File: config.mk
export PLATFORM = sky130hd
export DESIGN_NAME = phy_basic_mode_control
export DESIGN_NICKNAME = d
export VERILOG_FILES = /design/src/rtl/phy_bmc_pkg.sv /design/src/rtl/phy_basic_mode_control.sv
export VERILOG_INCLUDE_DIRS = /design/src /design/src/rtl
export SDC_FILE = /design/constraint.sdc
export NUM_CORES = 1
export LEC_CHECK = 0
export BUFFER_PORTS_ARGS = -buffer_cell sky130_fd_sc_hd__buf_2
export CAP_MARGIN = 20
export CELL_PAD_IN_SITES_DETAIL_PLACEMENT = 1
export CELL_PAD_IN_SITES_GLOBAL_PLACEMENT = 1
export CORE_MARGIN = 10
export CORE_UTILIZATION = 40
export CTS_CLUSTER_SIZE = 8
export DETAILED_ROUTE_END_ITERATION = 16
export GPL_ROUTABILITY_DRIVEN = 0
export PLACE_DENSITY_LB_ADDON = 0.1
export SYNTH_ARGS = -nofsm -noshare
export SYNTH_HDL_FRONTEND = slang
export SYNTH_SLANG_ARGS = --single-unit
File: constraint.sdc
create_clock -name core_clk -period 2.8 [get_ports core_clk]
set_input_delay 0.56 -clock core_clk [delete_from_list [all_inputs] [get_ports core_clk]]
set_output_delay 0.56 -clock core_clk [all_outputs]
set_load 0.1 [all_outputs]
File: src/rtl/phy_bmc_consts.svh
`ifndef PHY_BMC_CONSTS_SVH
`define PHY_BMC_CONSTS_SVH

`define BMC_ADDR 5'h00
`define EVT_ADDR 5'h1e

`define BMC_RESET 15
`define BMC_LOOP 14
`define BMC_SPEED 13
`define BMC_ANEN 12
`define BMC_PDOWN 11
`define BMC_ISO 10
`define BMC_RESTART 9
`define BMC_DUPLEX 8
`define BMC_COLTEST 7

`define SPEED_RST 1'h1
`define DUPLEX_RST 1'h0

`define PRE_ONES 6'h20
`define OP_RD 2'h2
`define OP_WR 2'h1
`define LAST_OP 6'h01
`define LAST_ADR 6'h09
`define LAST_DATA 6'h0f

`define SRST_CYCLES 8'h20
`define CLK_NS 25
`define DEAD_US 500

`endif

File: src/rtl/phy_bmc_pkg.sv
package phy_bmc_pkg;

  typedef enum logic [2:0] {
    MG_PRE = 3'h0,
    MG_START = 3'h1,
    MG_OP = 3'h3,
    MG_ADR = 3'h2,
    MG_TURN = 3'h6,
    MG_DATA = 3'h7
  } mgmt_state_e;

  typedef logic [15:0] mgmt_word_t;

endpackage

File: src/rtl/phy_basic_mode_control.sv
`timescale 1ns/100ps
`default_nettype none
`include "phy_bmc_consts.svh"

module phy_basic_mode_control #(
  parameter int DEAD_CYCLES = `DEAD_US * 1000 / `CLK_NS,
  parameter logic [11:0] FIXED_VAL = 12'h000
) (
  input wire logic core_clk,
  input wire logic sys_rst,
  input wire logic mdc,
  input wire logic mdio_in,
  output logic mdio_out,
  output logic mdio_oe,
  input wire logic [4:0] strap_phy_addr,
  input wire logic strap_an_en,
  input wire logic tx_en,
  input wire logic [3:0] txd,
  output logic [3:0] rxd,
  output logic rx_dv,
  output logic crs,
  output logic col,
  output logic mii_oe,
  input wire logic [3:0] core_rxd,
  input wire logic core_rx_dv,
  input wire logic core_crs,
  input wire logic core_col,
  output logic [3:0] core_txd,
  output logic core_tx_en,
  input wire logic an_started,
  input wire logic an_speed_100,
  input wire logic an_full_duplex,
  input wire logic [3:0] evt_in,
  output logic soft_reset,
  output logic an_enable,
  output logic an_restart,
  output logic speed_100,
  output logic full_duplex,
  output logic power_down,
  output logic isolate,
  output logic loopback
);

  localparam int SW = 13;
  localparam int DW = $clog2(DEAD_CYCLES + 1);

  function automatic logic [15:0] sel_word(
    input logic [4:0] a,
    input logic [15:0] w_bmc,
    input logic [15:0] w_evt
  );
    logic [15:0] w;
    w = 16'h0000;
    if (a == `BMC_ADDR) begin
      w = w_bmc;
    end else if (a == `EVT_ADDR) begin
      w = w_evt;
    end
    return w;
  endfunction

  logic [SW-1:0] sync1_r;
  logic [SW-1:0] sync2_r;
  logic [SW-1:0] in_raw;
  logic mdc_s;
  logic mdio_s;
  logic tx_en_s;
  logic [3:0] txd_s;
  logic strap_an_s;
  logic [4:0] strap_adr_s;
  logic mdc_q_r;
  logic mdc_rise;

  phy_bmc_pkg::mgmt_state_e state_r;
  logic [5:0] cnt_r;
  logic [1:0] op_r;
  logic [9:0] adr_r;
  logic [15:0] sh_r;
  logic match;
  logic rd_hit;
  logic rd_go;
  logic wr_go;
  logic [15:0] wr_data;
  logic [15:0] rd_word;
  logic wr_bmc;
  logic rd_evt;

  logic rst_busy_r;
  logic [7:0] rst_cnt_r;
  logic [4:0] phy_adr_r;
  logic loop_r;
  logic speed_r;
  logic an_en_r;
  logic pdown_r;
  logic iso_r;
  logic restart_r;
  logic duplex_r;
  logic coltest_r;
  phy_bmc_pkg::mgmt_word_t bmc_word;

  logic lh_r;
  logic ll_r;
  logic cor_r;
  logic [15:0] evt_word;

  logic lb_q_r;
  logic [DW-1:0] dead_cnt_r;
  logic quiet;

  assign in_raw = {mdc, mdio_in, tx_en, txd, strap_an_en, strap_phy_addr};

  // Pin synchronisers
  always_ff @(posedge core_clk) begin
    if (sys_rst) begin
      sync1_r <= '0;
      sync2_r <= '0;
    end else begin
      sync1_r <= in_raw;
      sync2_r <= sync1_r;
    end
  end

  assign mdc_s = sync2_r[12];
  assign mdio_s = sync2_r[11];
  assign tx_en_s = sync2_r[10];
  assign txd_s = sync2_r[9:6];
  assign strap_an_s = sync2_r[5];
  assign strap_adr_s = sync2_r[4:0];

  always_ff @(posedge core_clk) begin
    if (sys_rst) begin
      mdc_q_r <= 1'h0;
    end else begin
      mdc_q_r <= mdc_s;
    end
  end

  assign mdc_rise = mdc_s & ~mdc_q_r;

  assign match = (adr_r[9:5] == phy_adr_r);
  assign rd_hit = match && (op_r == `OP_RD);
  assign rd_go = mdc_rise && rd_hit && (state_r == phy_bmc_pkg::MG_TURN) && (cnt_r == 6'h00);
  assign wr_go = mdc_rise && match && (op_r == `OP_WR) && (state_r == phy_bmc_pkg::MG_DATA)
                 && (cnt_r == `LAST_DATA);
  assign wr_data = {sh_r[14:0], mdio_s};
  assign rd_word = sel_word(adr_r[4:0], bmc_word, evt_word);
  assign wr_bmc = wr_go && (adr_r[4:0] == `BMC_ADDR);
  assign rd_evt = rd_go && (adr_r[4:0] == `EVT_ADDR);

  always_ff @(posedge core_clk) begin
    if (sys_rst) begin
      state_r <= phy_bmc_pkg::MG_PRE;
      cnt_r <= 6'h00;
      op_r <= 2'h0;
      adr_r <= 10'h000;
      sh_r <= 16'h0000;
      mdio_out <= 1'h0;
      mdio_oe <= 1'h0;
    end else if (mdc_rise) begin
      case (state_r)
        phy_bmc_pkg::MG_PRE: begin
          if (mdio_s) begin
            if (cnt_r != `PRE_ONES) begin
              cnt_r <= cnt_r + 6'h01;
            end
          end else begin
            if (cnt_r == `PRE_ONES) begin
              state_r <= phy_bmc_pkg::MG_START;
            end
            cnt_r <= 6'h00;
          end
        end
        phy_bmc_pkg::MG_START: begin
          state_r <= mdio_s ? phy_bmc_pkg::MG_OP : phy_bmc_pkg::MG_PRE;
          cnt_r <= 6'h00;
        end
        phy_bmc_pkg::MG_OP: begin
          op_r <= {op_r[0], mdio_s};
          if (cnt_r == `LAST_OP) begin
            state_r <= phy_bmc_pkg::MG_ADR;
            cnt_r <= 6'h00;
          end else begin
            cnt_r <= cnt_r + 6'h01;
          end
        end
        phy_bmc_pkg::MG_ADR: begin
          adr_r <= {adr_r[8:0], mdio_s};
          if (cnt_r == `LAST_ADR) begin
            state_r <= phy_bmc_pkg::MG_TURN;
            cnt_r <= 6'h00;
          end else begin
            cnt_r <= cnt_r + 6'h01;
          end
        end
        phy_bmc_pkg::MG_TURN: begin
          if (cnt_r == 6'h00) begin
            cnt_r <= 6'h01;
            sh_r <= rd_word;
            if (rd_hit) begin
              mdio_oe <= 1'h1;
              mdio_out <= 1'h0;
            end
          end else begin
            state_r <= phy_bmc_pkg::MG_DATA;
            cnt_r <= 6'h00;
            mdio_out <= rd_hit & sh_r[15];
            sh_r <= {sh_r[14:0], 1'h0};
          end
        end
        phy_bmc_pkg::MG_DATA: begin
          sh_r <= {sh_r[14:0], mdio_s};
          if (cnt_r == `LAST_DATA) begin
            state_r <= phy_bmc_pkg::MG_PRE;
            cnt_r <= 6'h00;
            mdio_oe <= 1'h0;
            mdio_out <= 1'h0;
          end else begin
            cnt_r <= cnt_r + 6'h01;
            mdio_out <= mdio_oe & sh_r[15];
          end
        end
        default: begin
          state_r <= phy_bmc_pkg::MG_PRE;
          cnt_r <= 6'h00;
          mdio_oe <= 1'h0;
        end
      endcase
    end
  end

  always_ff @(posedge core_clk) begin
    if (sys_rst) begin
      rst_busy_r <= 1'h1;
      rst_cnt_r <= `SRST_CYCLES;
      phy_adr_r <= 5'h00;
      an_en_r <= 1'h0;
    end else if (rst_busy_r) begin
      if (rst_cnt_r == 8'h00) begin
        rst_busy_r <= 1'h0;
        phy_adr_r <= strap_adr_s;
        an_en_r <= strap_an_s;
      end else begin
        rst_cnt_r <= rst_cnt_r - 8'h01;
      end
    end else if (wr_bmc) begin
      if (wr_data[`BMC_RESET]) begin
        rst_busy_r <= 1'h1;
        rst_cnt_r <= `SRST_CYCLES;
      end else begin
        an_en_r <= wr_data[`BMC_ANEN];
      end
    end
  end

  always_ff @(posedge core_clk) begin
    if (sys_rst || rst_busy_r || (wr_bmc && wr_data[`BMC_RESET])) begin
      loop_r <= 1'h0;
      speed_r <= `SPEED_RST;
      pdown_r <= 1'h0;
      iso_r <= 1'h0;
      duplex_r <= `DUPLEX_RST;
      coltest_r <= 1'h0;
    end else if (wr_bmc) begin
      loop_r <= wr_data[`BMC_LOOP];
      speed_r <= wr_data[`BMC_SPEED];
      pdown_r <= wr_data[`BMC_PDOWN];
      iso_r <= wr_data[`BMC_ISO];
      duplex_r <= wr_data[`BMC_DUPLEX];
      coltest_r <= wr_data[`BMC_COLTEST];
    end
  end

  always_ff @(posedge core_clk) begin
    if (sys_rst || rst_busy_r || (wr_bmc && wr_data[`BMC_RESET])) begin
      restart_r <= 1'h0;
    end else if (wr_bmc && wr_data[`BMC_RESTART] && wr_data[`BMC_ANEN]) begin
      restart_r <= 1'h1;
    end else if (an_started) begin
      restart_r <= 1'h0;
    end
  end

  always_comb begin
    bmc_word = 16'h0000;
    bmc_word[`BMC_RESET] = rst_busy_r;
    bmc_word[`BMC_LOOP] = loop_r;
    bmc_word[`BMC_SPEED] = speed_r;
    bmc_word[`BMC_ANEN] = an_en_r;
    bmc_word[`BMC_PDOWN] = pdown_r;
    bmc_word[`BMC_ISO] = iso_r;
    bmc_word[`BMC_RESTART] = restart_r;
    bmc_word[`BMC_DUPLEX] = duplex_r;
    bmc_word[`BMC_COLTEST] = coltest_r;
  end

  always_ff @(posedge core_clk) begin
    if (sys_rst) begin
      lh_r <= 1'h0;
    end else if (evt_in[1]) begin
      lh_r <= 1'h1;
    end else if (rd_evt) begin
      lh_r <= 1'h0;
    end
  end

  always_ff @(posedge core_clk) begin
    if (sys_rst) begin
      ll_r <= 1'h1;
    end else if (!evt_in[2]) begin
      ll_r <= 1'h0;
    end else if (rd_evt) begin
      ll_r <= 1'h1;
    end
  end

  always_ff @(posedge core_clk) begin
    if (sys_rst) begin
      cor_r <= 1'h0;
    end else if (evt_in[3]) begin
      cor_r <= 1'h1;
    end else if (rd_evt) begin
      cor_r <= 1'h0;
    end
  end

  assign evt_word = {FIXED_VAL, cor_r, ll_r, lh_r, evt_in[0]};

  always_ff @(posedge core_clk) begin
    if (sys_rst) begin
      lb_q_r <= 1'h0;
      dead_cnt_r <= '0;
    end else begin
      lb_q_r <= loop_r;
      if (loop_r && !lb_q_r) begin
        dead_cnt_r <= DW'(DEAD_CYCLES);
      end else if (dead_cnt_r != '0) begin
        dead_cnt_r <= dead_cnt_r - DW'(1);
      end
    end
  end

  assign quiet = pdown_r | iso_r | rst_busy_r;

  always_ff @(posedge core_clk) begin
    if (sys_rst || quiet) begin
      rxd <= 4'h0;
      rx_dv <= 1'h0;
      crs <= 1'h0;
      col <= 1'h0;
    end else if (loop_r) begin
      rxd <= txd_s;
      rx_dv <= tx_en_s && lb_q_r && (dead_cnt_r == '0);
      crs <= tx_en_s;
      col <= coltest_r & tx_en_s;
    end else begin
      rxd <= core_rxd;
      rx_dv <= core_rx_dv;
      crs <= core_crs;
      col <= core_col | (coltest_r & tx_en_s);
    end
  end

  always_ff @(posedge core_clk) begin
    if (sys_rst || quiet || loop_r) begin
      core_txd <= 4'h0;
      core_tx_en <= 1'h0;
    end else begin
      core_txd <= txd_s;
      core_tx_en <= tx_en_s;
    end
  end

  assign mii_oe = ~iso_r;
  assign soft_reset = rst_busy_r;
  assign an_enable = an_en_r;
  assign an_restart = restart_r;
  assign speed_100 = an_en_r ? an_speed_100 : speed_r;
  assign full_duplex = an_en_r ? an_full_duplex : duplex_r;
  assign power_down = pdown_r;
  assign isolate = iso_r;
  assign loopback = loop_r;

endmodule

`default_nettype wire

==> impl_metrics.py, run 1 <==
metrics = {
    "outcome": {
        "status": "complete, no violations",
    },
    "logic_synthesis": {
        "synth_edf_count": 0,
        "synthCells": 565,
        "syn-cell-area_mm2": 0.00498,
        "syn_avg_cell_area_um2": 8.81,
        "synthDistinctLibCells": 57,
        "synth_top_area_share_pct": 47.8,
        "synth-seq-area-share_pct": 47.8,
        "synth_top_cell_by_area": "dfxtp_1",
        "synthesis.nets": 600,
        "ys_warn_count": 0,
        "ys_ff_latch": 119,
        "synth_ff_type": "dfxtp_1",
        "async_flop_share_pct": 0,
        "synthTopCellsByArea": "dfxtp_1 48%, nand3_1 4.6%, nor2_1 4.4%, nor2b_1 4.0%, nand2_1 3.5%",
    },
    "floorplanning": {
        "die_h_um": 132,
        "dieArea_mm2": 0.0173,
        "ioPinCount": 52,
        "rows": 40,
        "die_x_um": 132,
        "initial_core_util_pct": 41.1,
        "core-area_mm2": 0.0121,
    },
    "clocking": {
        "cts.reportedPaths.clkPinSlew_ps": 50,
        "cts-resized-gates": 0,
        "cts_tree": "built",
        "htree_levels": 4,
        "clockBufferDepth": 2,
        "clock_latency_ps": 410,
        "cts_sinks": 119,
        "cts_buffers": 17,
        "cts_setup_buffers": 0,
        "holdBufCountCts": 0,
        "cts_root_buffer": "clkbuf_16",
    },
    "layout": {
        "drive_above_1_share_pct": 17.3,
        "fillers": 1457,
        "utilization_pct": 49.5,
        "nNetsFinal": 647,
        "area_delta_synth_final_pct": 20.5,
        "diodes": 0,
        "final_cell_area_mm2": 0.00600,
    },
    "power": {
        "comb_power_share_pct": 21.5,
        "pwr-share-seq_pct": 38.4,
        "powerDensity_mw_per_mm2": 877,
        "vdd_drop_max_mv": 0.610,
        "fin_total_pwr_w": 0.00526,
        "p_leak_nw": 2.27,
        "p_int_w": 0.00366,
        "clockPowerShare_pct": 40.1,
        "power.switching_w": 0.00160,
        "swShare_pct": 30.4,
    },
    "sta": {
        "final_max_slew_viol_count": 0,
        "setup_viol": 0,
        "fin_tns_setup_ps": 0,
        "min_period_ps": 2460,
        "worst_pin_slew_ps": 702,
        "finalHoldViolCount": 0,
        "min_period_over_period_pct": 87.8,
        "fin_skew_ps": 5.15,
        "slew_headroom_pct": 53.0,
        "rsz0062_at_grt": "false",
        "fmax_mhz": 407,
        "hold-worst-slack_ps": 358,
    },
    "placement": {
        "hpwlAfterDp_um": 8800,
        "placed_cell_area_mm2": 0.00542,
        "io_buffers": 51,
    },
    "global_route": {
        "grt_max_degree": 90,
        "overflow": 0,
        "grt_pass1_wl_um": 21300,
        "antenna_found_initial": 0,
        "grt_pass1_vias": 4367,
        "grt_usage_pct": 14.8,
    },
    "drt": {
        "wirelength_um": 12900,
        "wire_per_inst_um": 16.3,
        "num_vias": 4226,
        "drt-initial-drc-count": 252,
        "drc": 0,
        "firstDrtPassIters": 4,
        "ant_nets": 0,
        "avgViaCountPerCell": 5.34,
    },
    "critical_path": {
        "r2r_cells": 5,
        "path_max_fanout": 6,
        "worst_ep_required_time_ps": 3150,
        "path_class": "reg -> reg",
        "arrival_ps": 2810,
        "endpoint_kind": "flip-flop",
        "crit_path_start_kind": "flip-flop",
    },
    "min_path": {
        "hp-class": "in -> reg",
        "min_path_cells": 2,
    },
    "flow_run": {
        "maxCapViolCount": 0,
    },
}
[sequential cells by signal (all words and copies together) (netlist names), 4 cells and up]
signal and cells:
phy_adr_r 5, rst_cnt_r 8, sh_r 16, rxd 4, dead_cnt_r 15, sync1_r 13, adr_r 10, sync2_r 13
cnt_r 6, core_txd 4
[per-layer routing]
metal / vias to the layer above / GRT usage (%) / wire length, um
met3: 16 / 3.93 / 419
met1: 2063 / 17.4 / 5910
li1: 2085 / - / -
met5: - / 0 / 0
met4: 0 / 5.25 / 195
met2: 62 / 25.4 / 6350
[path summary, 6_finish.rpt]
path                            slack [ps]                endpoint                        from
worst max-delay path                   340        rx_dv$_SDFF_PP0_  dead_cnt_r[5]$_SDFFE_PP0P_
worst min-delay path                   360   sync1_r[5]$_SDFF_PP0_                 strap_an_en
worst max register to register         340        rx_dv$_SDFF_PP0_  dead_cnt_r[5]$_SDFFE_PP0P_
worst min register to register         430  sync2_r[12]$_SDFF_PP0_      sync1_r[12]$_SDFF_PP0_
[placed cells by master, fill, tap and decap left out, types with 7 or more instances in the layout]
cell and n:
o21ai_0 8, mux2i_1 14, nand2_1 46, a311oi_1 14, dfxtp_1 119, buf_4 14, or4_1 13, inv_1 17
nor2b_1 32, nor2_1 59, xor2_1 8, nand3_1 46, xnor2_1 12, a31oi_1 7, nand2b_1 8, buf_2 51
a21oi_1 33, nor4_1 10, clkbuf_16 17
[Yosys cell counts, drive strengths merged, types with 8 or more instances]
library cell	n
dfxtp	119
nor2b	32
nor2	59
a311oi	14
o21ai	8
inv	17
nand2	46
xor2	8
xnor2	12
nand3	46
mux2i	14
a21oi	33
or4	13
nor4	11
nand2b	8
clkbuf	35
[cell families after synthesis]
kind of cell               after synthesis  share of synthesized area, %
adders and majority gates                6                          1.51
DFF                                    119                          47.8
xor gates and xnor gates                20                          3.52
buffers and inverters                   55                          4.30
and+or+nand+nor                        253                          26.4
muxes                                   16                          3.27
AOI/OAI and AO/OA                       96                          13.2
[cell type report]
| type | instances | area [um2] | area share, % |
|---|---|---|---|
| multi-input cells | 391 | 2380 | 39.7 |
| clock buffers | 19 | 453 | 7.55 |
| repair buffers | 66 | 380 | 6.34 |
| well taps | 168 | 210 | 3.50 |
| flip-flops and latches | 119 | 2380 | 39.7 |
| clock inverters | 12 | 128 | 2.13 |
| inverters | 17 | 63.8 | 1.06 |
[critical path: stages (launching register included)]
cell	delay, ps
dfxtp_1	340
or4_1	640
or4_1	460
or4_1	620
o2bb2ai_1	220
and2b_1	140
[power groups by stage]
stage                     clock, W  combinational [W]  sequential [W]
after detailed placement         0            0.00112         0.00205
after floorplan                  0           0.000821         0.00208
after CTS                  0.00216            0.00114         0.00202
final                      0.00211            0.00113         0.00202
after global placement           0            0.00109         0.00204
after global routing       0.00223            0.00127         0.00204
[stage by stage]
stage	worst slack, ps	cells
3_5_place_dp	421	761
3_3_place_gp	430	761
4_1_cts	308	792
5_1_grt	140	792
2_1_floorplan	407	565
6_report	341	792
(Power assumes the default switching activity.)
==> inputs of run 2 (changes only) <==
--- a/config.mk
+++ b/config.mk
@@ -15,7 +15,7 @@
 export CTS_CLUSTER_SIZE = 8
 export DETAILED_ROUTE_END_ITERATION = 16
 export GPL_ROUTABILITY_DRIVEN = 0
-export PLACE_DENSITY_LB_ADDON = 0.1
+export PLACE_DENSITY = 0.84
 export SYNTH_ARGS = -nofsm -noshare
 export SYNTH_HDL_FRONTEND = slang
 export SYNTH_SLANG_ARGS = --single-unit
==> constraint.sdc (replaced) <==
create_clock -name core_clk -period 2.8 [get_ports core_clk]
set_input_delay 0.56 -clock core_clk [delete_from_list [all_inputs] [get_ports core_clk]]
set_output_delay 0.56 -clock core_clk [all_outputs]
set_load 0.02 [all_outputs]
==> run 2 against run 1 <==
  * Non-clock buffer count unchanged
  * Wire length increased by 9.0%
  * Cell count increased by 0.13%
  * Clock skew increased by 5.7 ps
  * Power increased by 4.1%
  * Hold slack got worse by 20 ps
  * Worst setup slack improved by 17 ps
  * Critical path depth increased by 1
  * Largest power group unchanged
==> impl_metrics.py, run 2 (same netlist as run 1, synthesis figures left out) <==
metrics = {
    "sta": {
        "worst_pin_slew_ps": 829,
        "finalHoldViolCount": 0,
        "fmax_mhz": 409,
        "slew_headroom_pct": 44.6,
        "setup_viol": 0,
        "min_period_over_period_pct": 87.2,
        "fin_ws_ps": 357,
        "min_period_ps": 2440,
        "fin_tns_setup_ps": 0,
        "rsz0062_at_grt": "false",
        "final_max_slew_viol_count": 0,
        "fin_skew_ps": 10.9,
    },
    "clocking": {
        "holdBufCountCts": 0,
        "cts_buffers": 17,
        "cts.reportedPaths.clkPinSlew_ps": 60,
        "clock_latency_ps": 420,
        "cts_root_buffer": "clkbuf_16",
        "clockBufferDepth": 2,
        "cts_sinks": 119,
        "htree_levels": 4,
        "cts-resized-gates": 0,
        "cts_setup_buffers": 0,
        "cts_tree": "built",
    },
    "drt": {
        "highest_layer": "met4",
        "wire_per_inst_um": 17.7,
        "wirelength_um": 14000,
        "wl_met1_um": 5880,
        "num_vias": 4328,
        "dr_wl_met2_um": 7220,
        "ant_nets": 0,
        "wl_met3_um": 489,
        "drt-initial-drc-count": 243,
        "firstDrtPassIters": 5,
        "avgViaCountPerCell": 5.46,
        "drc": 0,
    },
    "global_route": {
        "antenna_found_initial": 0,
        "grt_pass1_vias": 4655,
        "grt_max_degree": 46,
        "grt_pass1_wl_um": 23400,
        "grt_usage_pct": 16.3,
        "overflow": 0,
    },
    "outcome": {
        "status": "complete, no violations",
    },
    "floorplanning": {
        "die_x_um": 132,
        "die_h_um": 132,
        "dieArea_mm2": 0.0173,
        "core-area_mm2": 0.0121,
        "ioPinCount": 52,
        "rows": 40,
        "initial_core_util_pct": 41.1,
    },
    "critical_path": {
        "arrival_ps": 2730,
        "path_class": "reg -> reg",
        "cp_num_buf_inv": 1,
        "path_common_cell": "or4_1",
        "endpoint_kind": "flip-flop",
        "path_max_fanout": 11,
        "worst_ep_required_time_ps": 3090,
        "slowest_delay_ps": 530,
        "crit_slowest_cell": "or4_1",
        "crit_chain": "or4_1 > or4_1 > nor4_1 > buf_4 > a31o_2 > o32ai_1",
        "crit_family": "simple AND/OR/NAND/NOR gates",
        "crit_path_start_kind": "flip-flop",
    },
    "layout": {
        "top_register": "sh_r",
        "nNetsFinal": 647,
        "top_regs": "sh_r (16), dead_cnt_r (15)",
        "final_cell_mix": "119 x dfxtp_1, 59 x nor2_1, 51 x buf_2",
        "fin_cells": 793,
        "diodes": 0,
        "layout_commonest_cell": "dfxtp_1",
        "area_delta_synth_final_pct": 21.7,
        "largest_reg_flops": 16,
        "drive_above_1_share_pct": 17.4,
    },
    "placement": {
        "io_buffers": 51,
        "hpwlAfterDp_um": 8850,
        "pre_cts_ws_ps": 391,
        "dp_cells": 761,
    },
    "min_path": {
        "hp-class": "in -> reg",
    },
    "power": {
        "powerDensity_mw_per_mm2": 904,
        "p_leak_nw": 2.30,
        "vdd_drop_max_mv": 0.618,
    },
    "flow_run": {
        "maxCapViolCount": 0,
    },
}
## run 2: changes by cell type in the layout (fill, tap and decap cells not counted), sizes merged
cell / before / now
clkinv: 5 / 4
bufinv: 2 / 5
clkbuf: 19 / 17
inv: 18 / 19
## run 2: final cells by class
class,count,area (um2)
clock buffers,17,425
clock inverters,15,225
fillers,1437,6050
inverters,17,63.8
multi-input cells,391,2380
flip-flops and latches,119,2380
well taps,168,210
repair buffers,66,368
## run 2: stage by stage
| step | area, um2 | utilization (%) | hold slack [ps] | total power [W] |
|---|---|---|---|---|
| 2_1_floorplan | 4980 | - | 414 | 0.00281 |
| 3_3_place_gp | 5410 | 44.6 | 418 | 0.00300 |
| 3_5_place_dp | 5410 | 44.6 | 426 | 0.00307 |
| 4_1_cts | 6060 | 50.0 | 327 | 0.00551 |
| 5_1_grt | 6060 | 50.0 | 345 | 0.00574 |
| 6_report | 6060 | 50.0 | 338 | 0.00548 |
## run 2: path summary, 6_finish.rpt
path / slack [ps] / depth (start not counted) / to / startpoint
worst max-delay path: 360 / 6 / rst_cnt_r[1]$_SDFFE_PP0P_ / adr_r[1]$_SDFFE_PP0P_
worst min-delay path: 340 / 2 / ll_r$_SDFFE_PP1P_ / evt_in[2]
worst max register to register: 360 / 6 / rst_cnt_r[1]$_SDFFE_PP0P_ / adr_r[1]$_SDFFE_PP0P_
worst min register to register: 440 / 1 / sync2_r[1]$_SDFF_PP0_ / sync1_r[1]$_SDFF_PP0_
## run 2: power breakdown
group | internal, W | total [W] | switching, W
registers | 0.00185 | 0.00202 | 0.000164
logic | 0.000449 | 0.00105 | 0.000598
clock network | 0.00158 | 0.00241 | 0.000830
## run 2: worst reg2reg max path: stages (launching register included)
cell     delay, ps
dfxtp_1        330
or4_1          530
or4_1          500
nor4_1         270
buf_4          250
a31o_2         300
o32ai_1        120
## run 2: metal layers
metal  vias to the layer above  GRT usage, %
met5                         -             0
met4                         0          7.66
met3                        38          4.57
met2                        94          28.8
met1                      2106          17.5
li1                       2090             -
==> inputs of run 3 (changes only) <==
--- a/config.mk
+++ b/config.mk
@@ -6,6 +6,7 @@
 export SDC_FILE = /design/constraint.sdc
 export NUM_CORES = 1
 export LEC_CHECK = 0
+export ABC_AREA = 1
 export BUFFER_PORTS_ARGS = -buffer_cell sky130_fd_sc_hd__buf_2
 export CAP_MARGIN = 20
 export CELL_PAD_IN_SITES_DETAIL_PLACEMENT = 1
@@ -15,7 +16,7 @@
 export CTS_CLUSTER_SIZE = 8
 export DETAILED_ROUTE_END_ITERATION = 16
 export GPL_ROUTABILITY_DRIVEN = 0
-export PLACE_DENSITY = 0.84
+export PLACE_DENSITY = 0.87
 export SYNTH_ARGS = -nofsm -noshare
 export SYNTH_HDL_FRONTEND = slang
 export SYNTH_SLANG_ARGS = --single-unit
==> run 3 against run 2 <==
  * Cell area is 4.8% higher
  * Cell count grew 21%
  * Combinational power rose by 49%
  * Register-to-register slack better by 520 ps
==> impl_metrics.py, run 3 <==
metrics = {
    "drt": {
        "drt-initial-drc-count": 303,
        "num_vias": 4905,
        "drc": 0,
        "wire_per_inst_um": 16.1,
        "firstDrtPassIters": 4,
        "ant_nets": 0,
        "avgViaCountPerCell": 5.10,
        "wirelength_um": 15500,
    },
    "clocking": {
        "cts_tree": "built",
        "cts_setup_buffers": 0,
        "cts-resized-gates": 0,
        "cts.reportedPaths.clkPinSlew_ps": 50,
        "clockBufferDepth": 2,
        "cts_sinks": 119,
        "holdBufCountCts": 0,
        "htree_levels": 4,
        "clock_latency_ps": 420,
        "cts_root_buffer": "clkbuf_16",
        "cts_buffers": 17,
    },
    "logic_synthesis": {
        "synthesis.nets": 754,
        "synth_common_cells": "125 x nand2_1, 119 x dfxtp_1, 111 x inv_1, 107 x nor2_1, 52 x a21oi_1",
        "synth_ff_type": "dfxtp_1",
        "syn-cell-area_mm2": 0.00524,
        "synthDistinctLibCells": 43,
        "ys_warn_count": 0,
        "synth-seq-area-share_pct": 45.5,
        "ys_ff_latch": 119,
        "synth_top_area_share_pct": 45.5,
        "synth_top_cell_by_area": "dfxtp_1",
        "syn_avg_cell_area_um2": 7.29,
        "synth_edf_count": 0,
        "synthTopCellsByArea": "dfxtp_1 45%, nand2_1 9.0%, inv_1 7.9%, nor2_1 7.7%, a21oi_1 5.0%",
        "async_flop_share_pct": 0,
        "synthCells": 719,
        "synth.most_common_cell": "nand2_1",
    },
    "critical_path": {
        "crit_slowest_cell": "nor2_1",
        "endpoint_kind": "flip-flop",
        "crit_chain": "inv_1 > ha_1 > inv_1 > nor2_1 > nand3_1 > nor2_1 > nor2_1 > o21ai_0 > a21oi_1",
        "reg2reg_to": "dead_cnt_r[2]$_SDFFE_PP0P_",
        "r2r_cells": 9,
        "cp_num_buf_inv": 2,
        "rr_startpoint": "dead_cnt_r[0]$_SDFFE_PP0P_",
        "path_class": "reg -> reg",
        "path_common_cell": "nor2_1",
        "worst_ep_required_time_ps": 3110,
        "path_max_fanout": 6,
        "crit_family": "simple AND/OR/NAND/NOR gates",
        "slowest_delay_ps": 490,
        "ff2ff_setup_slack_ps": 880,
        "crit_path_start_kind": "flip-flop",
        "arrival_ps": 2230,
    },
    "sta": {
        "final_max_slew_viol_count": 0,
        "min_period_over_period_pct": 68.5,
        "rsz0062_at_grt": "false",
        "hold-worst-slack_ps": 345,
        "fin_skew_ps": 8.92,
        "min_period_ps": 1920,
        "slew_headroom_pct": 59.2,
        "worst_pin_slew_ps": 608,
        "fmax_mhz": 521,
        "finalHoldViolCount": 0,
        "fin_tns_setup_ps": 0,
        "setup_viol": 0,
    },
    "layout": {
        "area_delta_synth_final_pct": 21.2,
        "final_cell_area_mm2": 0.00635,
        "top_regs": "sh_r (16), dead_cnt_r (15)",
        "layout_commonest_cell": "nand2_1",
        "utilization_pct": 49.9,
        "top_register": "sh_r",
        "largest_reg_flops": 16,
        "drive_above_1_share_pct": 15.6,
        "final_cell_mix": "125 x nand2_1, 119 x dfxtp_1, 111 x inv_1",
        "nNetsFinal": 812,
        "diodes": 0,
    },
    "placement": {
        "io_buffers": 51,
        "hpwlAfterDp_um": 10600,
        "placed_cell_area_mm2": 0.00567,
    },
    "min_path": {
        "whs_endpoint": "sync1_r[4]$_SDFF_PP0_",
        "min-delay-start": "strap_phy_addr[4]",
        "hp-class": "in -> reg",
        "min_path_cells": 3,
    },
    "outcome": {
        "status": "complete, no violations",
    },
    "floorplanning": {
        "dieArea_mm2": 0.0181,
        "core-area_mm2": 0.0127,
        "ioPinCount": 52,
        "die_x_um": 134,
        "rows": 41,
        "initial_core_util_pct": 41.2,
        "die_h_um": 134,
    },
    "power": {
        "comb_power_share_pct": 25.5,
        "powerDensity_mw_per_mm2": 965,
        "vdd_drop_max_mv": 0.560,
        "clockPowerShare_pct": 40.9,
        "pwr-share-seq_pct": 33.6,
        "power.switching_w": 0.00200,
        "p_leak_nw": 2.88,
        "swShare_pct": 32.7,
        "p_int_w": 0.00412,
    },
    "global_route": {
        "grt_pass1_vias": 5348,
        "grt_usage_pct": 17.6,
        "grt_max_degree": 47,
        "grt_pass1_wl_um": 25800,
        "antenna_found_initial": 0,
        "overflow": 0,
    },
    "flow_run": {
        "maxCapViolCount": 0,
    },
}
-- run 3: cell types whose count changed in the layout (fill, tap and decap cells not counted), moves of 14 or more --
cell      delta
mux2i_1     -14
a311oi_1    -14
nor2_1      +48
inv_1       +94
a21oi_1     +19
nand2_1     +79
o21ai_0     +33
nor2b_1     -32
-- run 3: layout make-up --
cell class | instances | area (um2)
fillers | 1648 | 6370
multi-input cells | 466 | 2350
inverters | 119 | 448
repair buffers | 54 | 278
well taps | 172 | 215
flip-flops and latches | 119 | 2380
clock buffers | 19 | 453
clock inverters | 13 | 225
-- run 3: worst max-delay path by stage --
stage / start / end / slack, ps / cells after the start
CTS: cnt_r[0]$_SDFFE_PP0P_ / rst_cnt_r[5]$_SDFFE_PP1P_ / 880 / 10
global placement: cnt_r[0]$_SDFFE_PP0P_ / sh_r[8]$_SDFFE_PP0P_ / 1040 / 9
global route: cnt_r[0]$_SDFFE_PP0P_ / sh_r[9]$_SDFFE_PP0P_ / 680 / 9
finish: dead_cnt_r[0]$_SDFFE_PP0P_ / dead_cnt_r[2]$_SDFFE_PP0P_ / 880 / 9
detailed placement: cnt_r[0]$_SDFFE_PP0P_ / rst_cnt_r[5]$_SDFFE_PP1P_ / 890 / 10
floorplan: cnt_r[0]$_SDFFE_PP0P_ / rst_cnt_r[5]$_SDFFE_PP1P_ / 1280 / 10
-- run 3: tightest hold or removal path: cells and delay by family --
family | cells | cell delay, ps
buf+inv | 2 | 100
simple gates | 1 | 60
-- run 3: cells by family (layout without fill, tap and decap cells) --
| family | Yosys count | in the layout | synth area share [%] |
|---|---|---|---|
| AO/OA/AOI/OAI | 130 | 130 | 14.1 |
| XOR/XNOR | 12 | 12 | 2.01 |
| adder cells (fa/ha/maj) | 6 | 6 | 1.43 |
| buffers and inverters | 134 | 205 | 9.74 |
| flip-flops | 119 | 119 | 45.5 |
| AND/OR/NAND/NOR | 318 | 318 | 27.3 |
-- run 3: power groups by stage --
stage / clock network, W / logic [W] / registers (W)
floorplan: 0 / 0.00111 / 0.00207
global placement: 0 / 0.00140 / 0.00207
detailed placement: 0 / 0.00150 / 0.00208
CTS: 0.00254 / 0.00157 / 0.00206
global route: 0.00262 / 0.00176 / 0.00208
finish: 0.00251 / 0.00156 / 0.00206
-- run 3: metal layers --
layer  share of wire (%)  vias to the layer above  global-route usage (%)
met5                   0                        -                       0
li1                    -                     2396                       -
met2                  52                       74                    31.8
met3                 3.5                       28                    4.49
met1                  43                     2407                    19.0
met4                 1.9                        0                    7.80
-- run 3: metrics by stage --
| stage | cells | setup WS (ps) | power (W) |
|---|---|---|---|
| after floorplan | 719 | 1280 | 0.00317 |
| after global placement | 930 | 1040 | 0.00346 |
| after detailed placement | 930 | 888 | 0.00358 |
| after CTS | 962 | 876 | 0.00616 |
| after global routing | 962 | 678 | 0.00646 |
| final | 962 | 881 | 0.00613 |
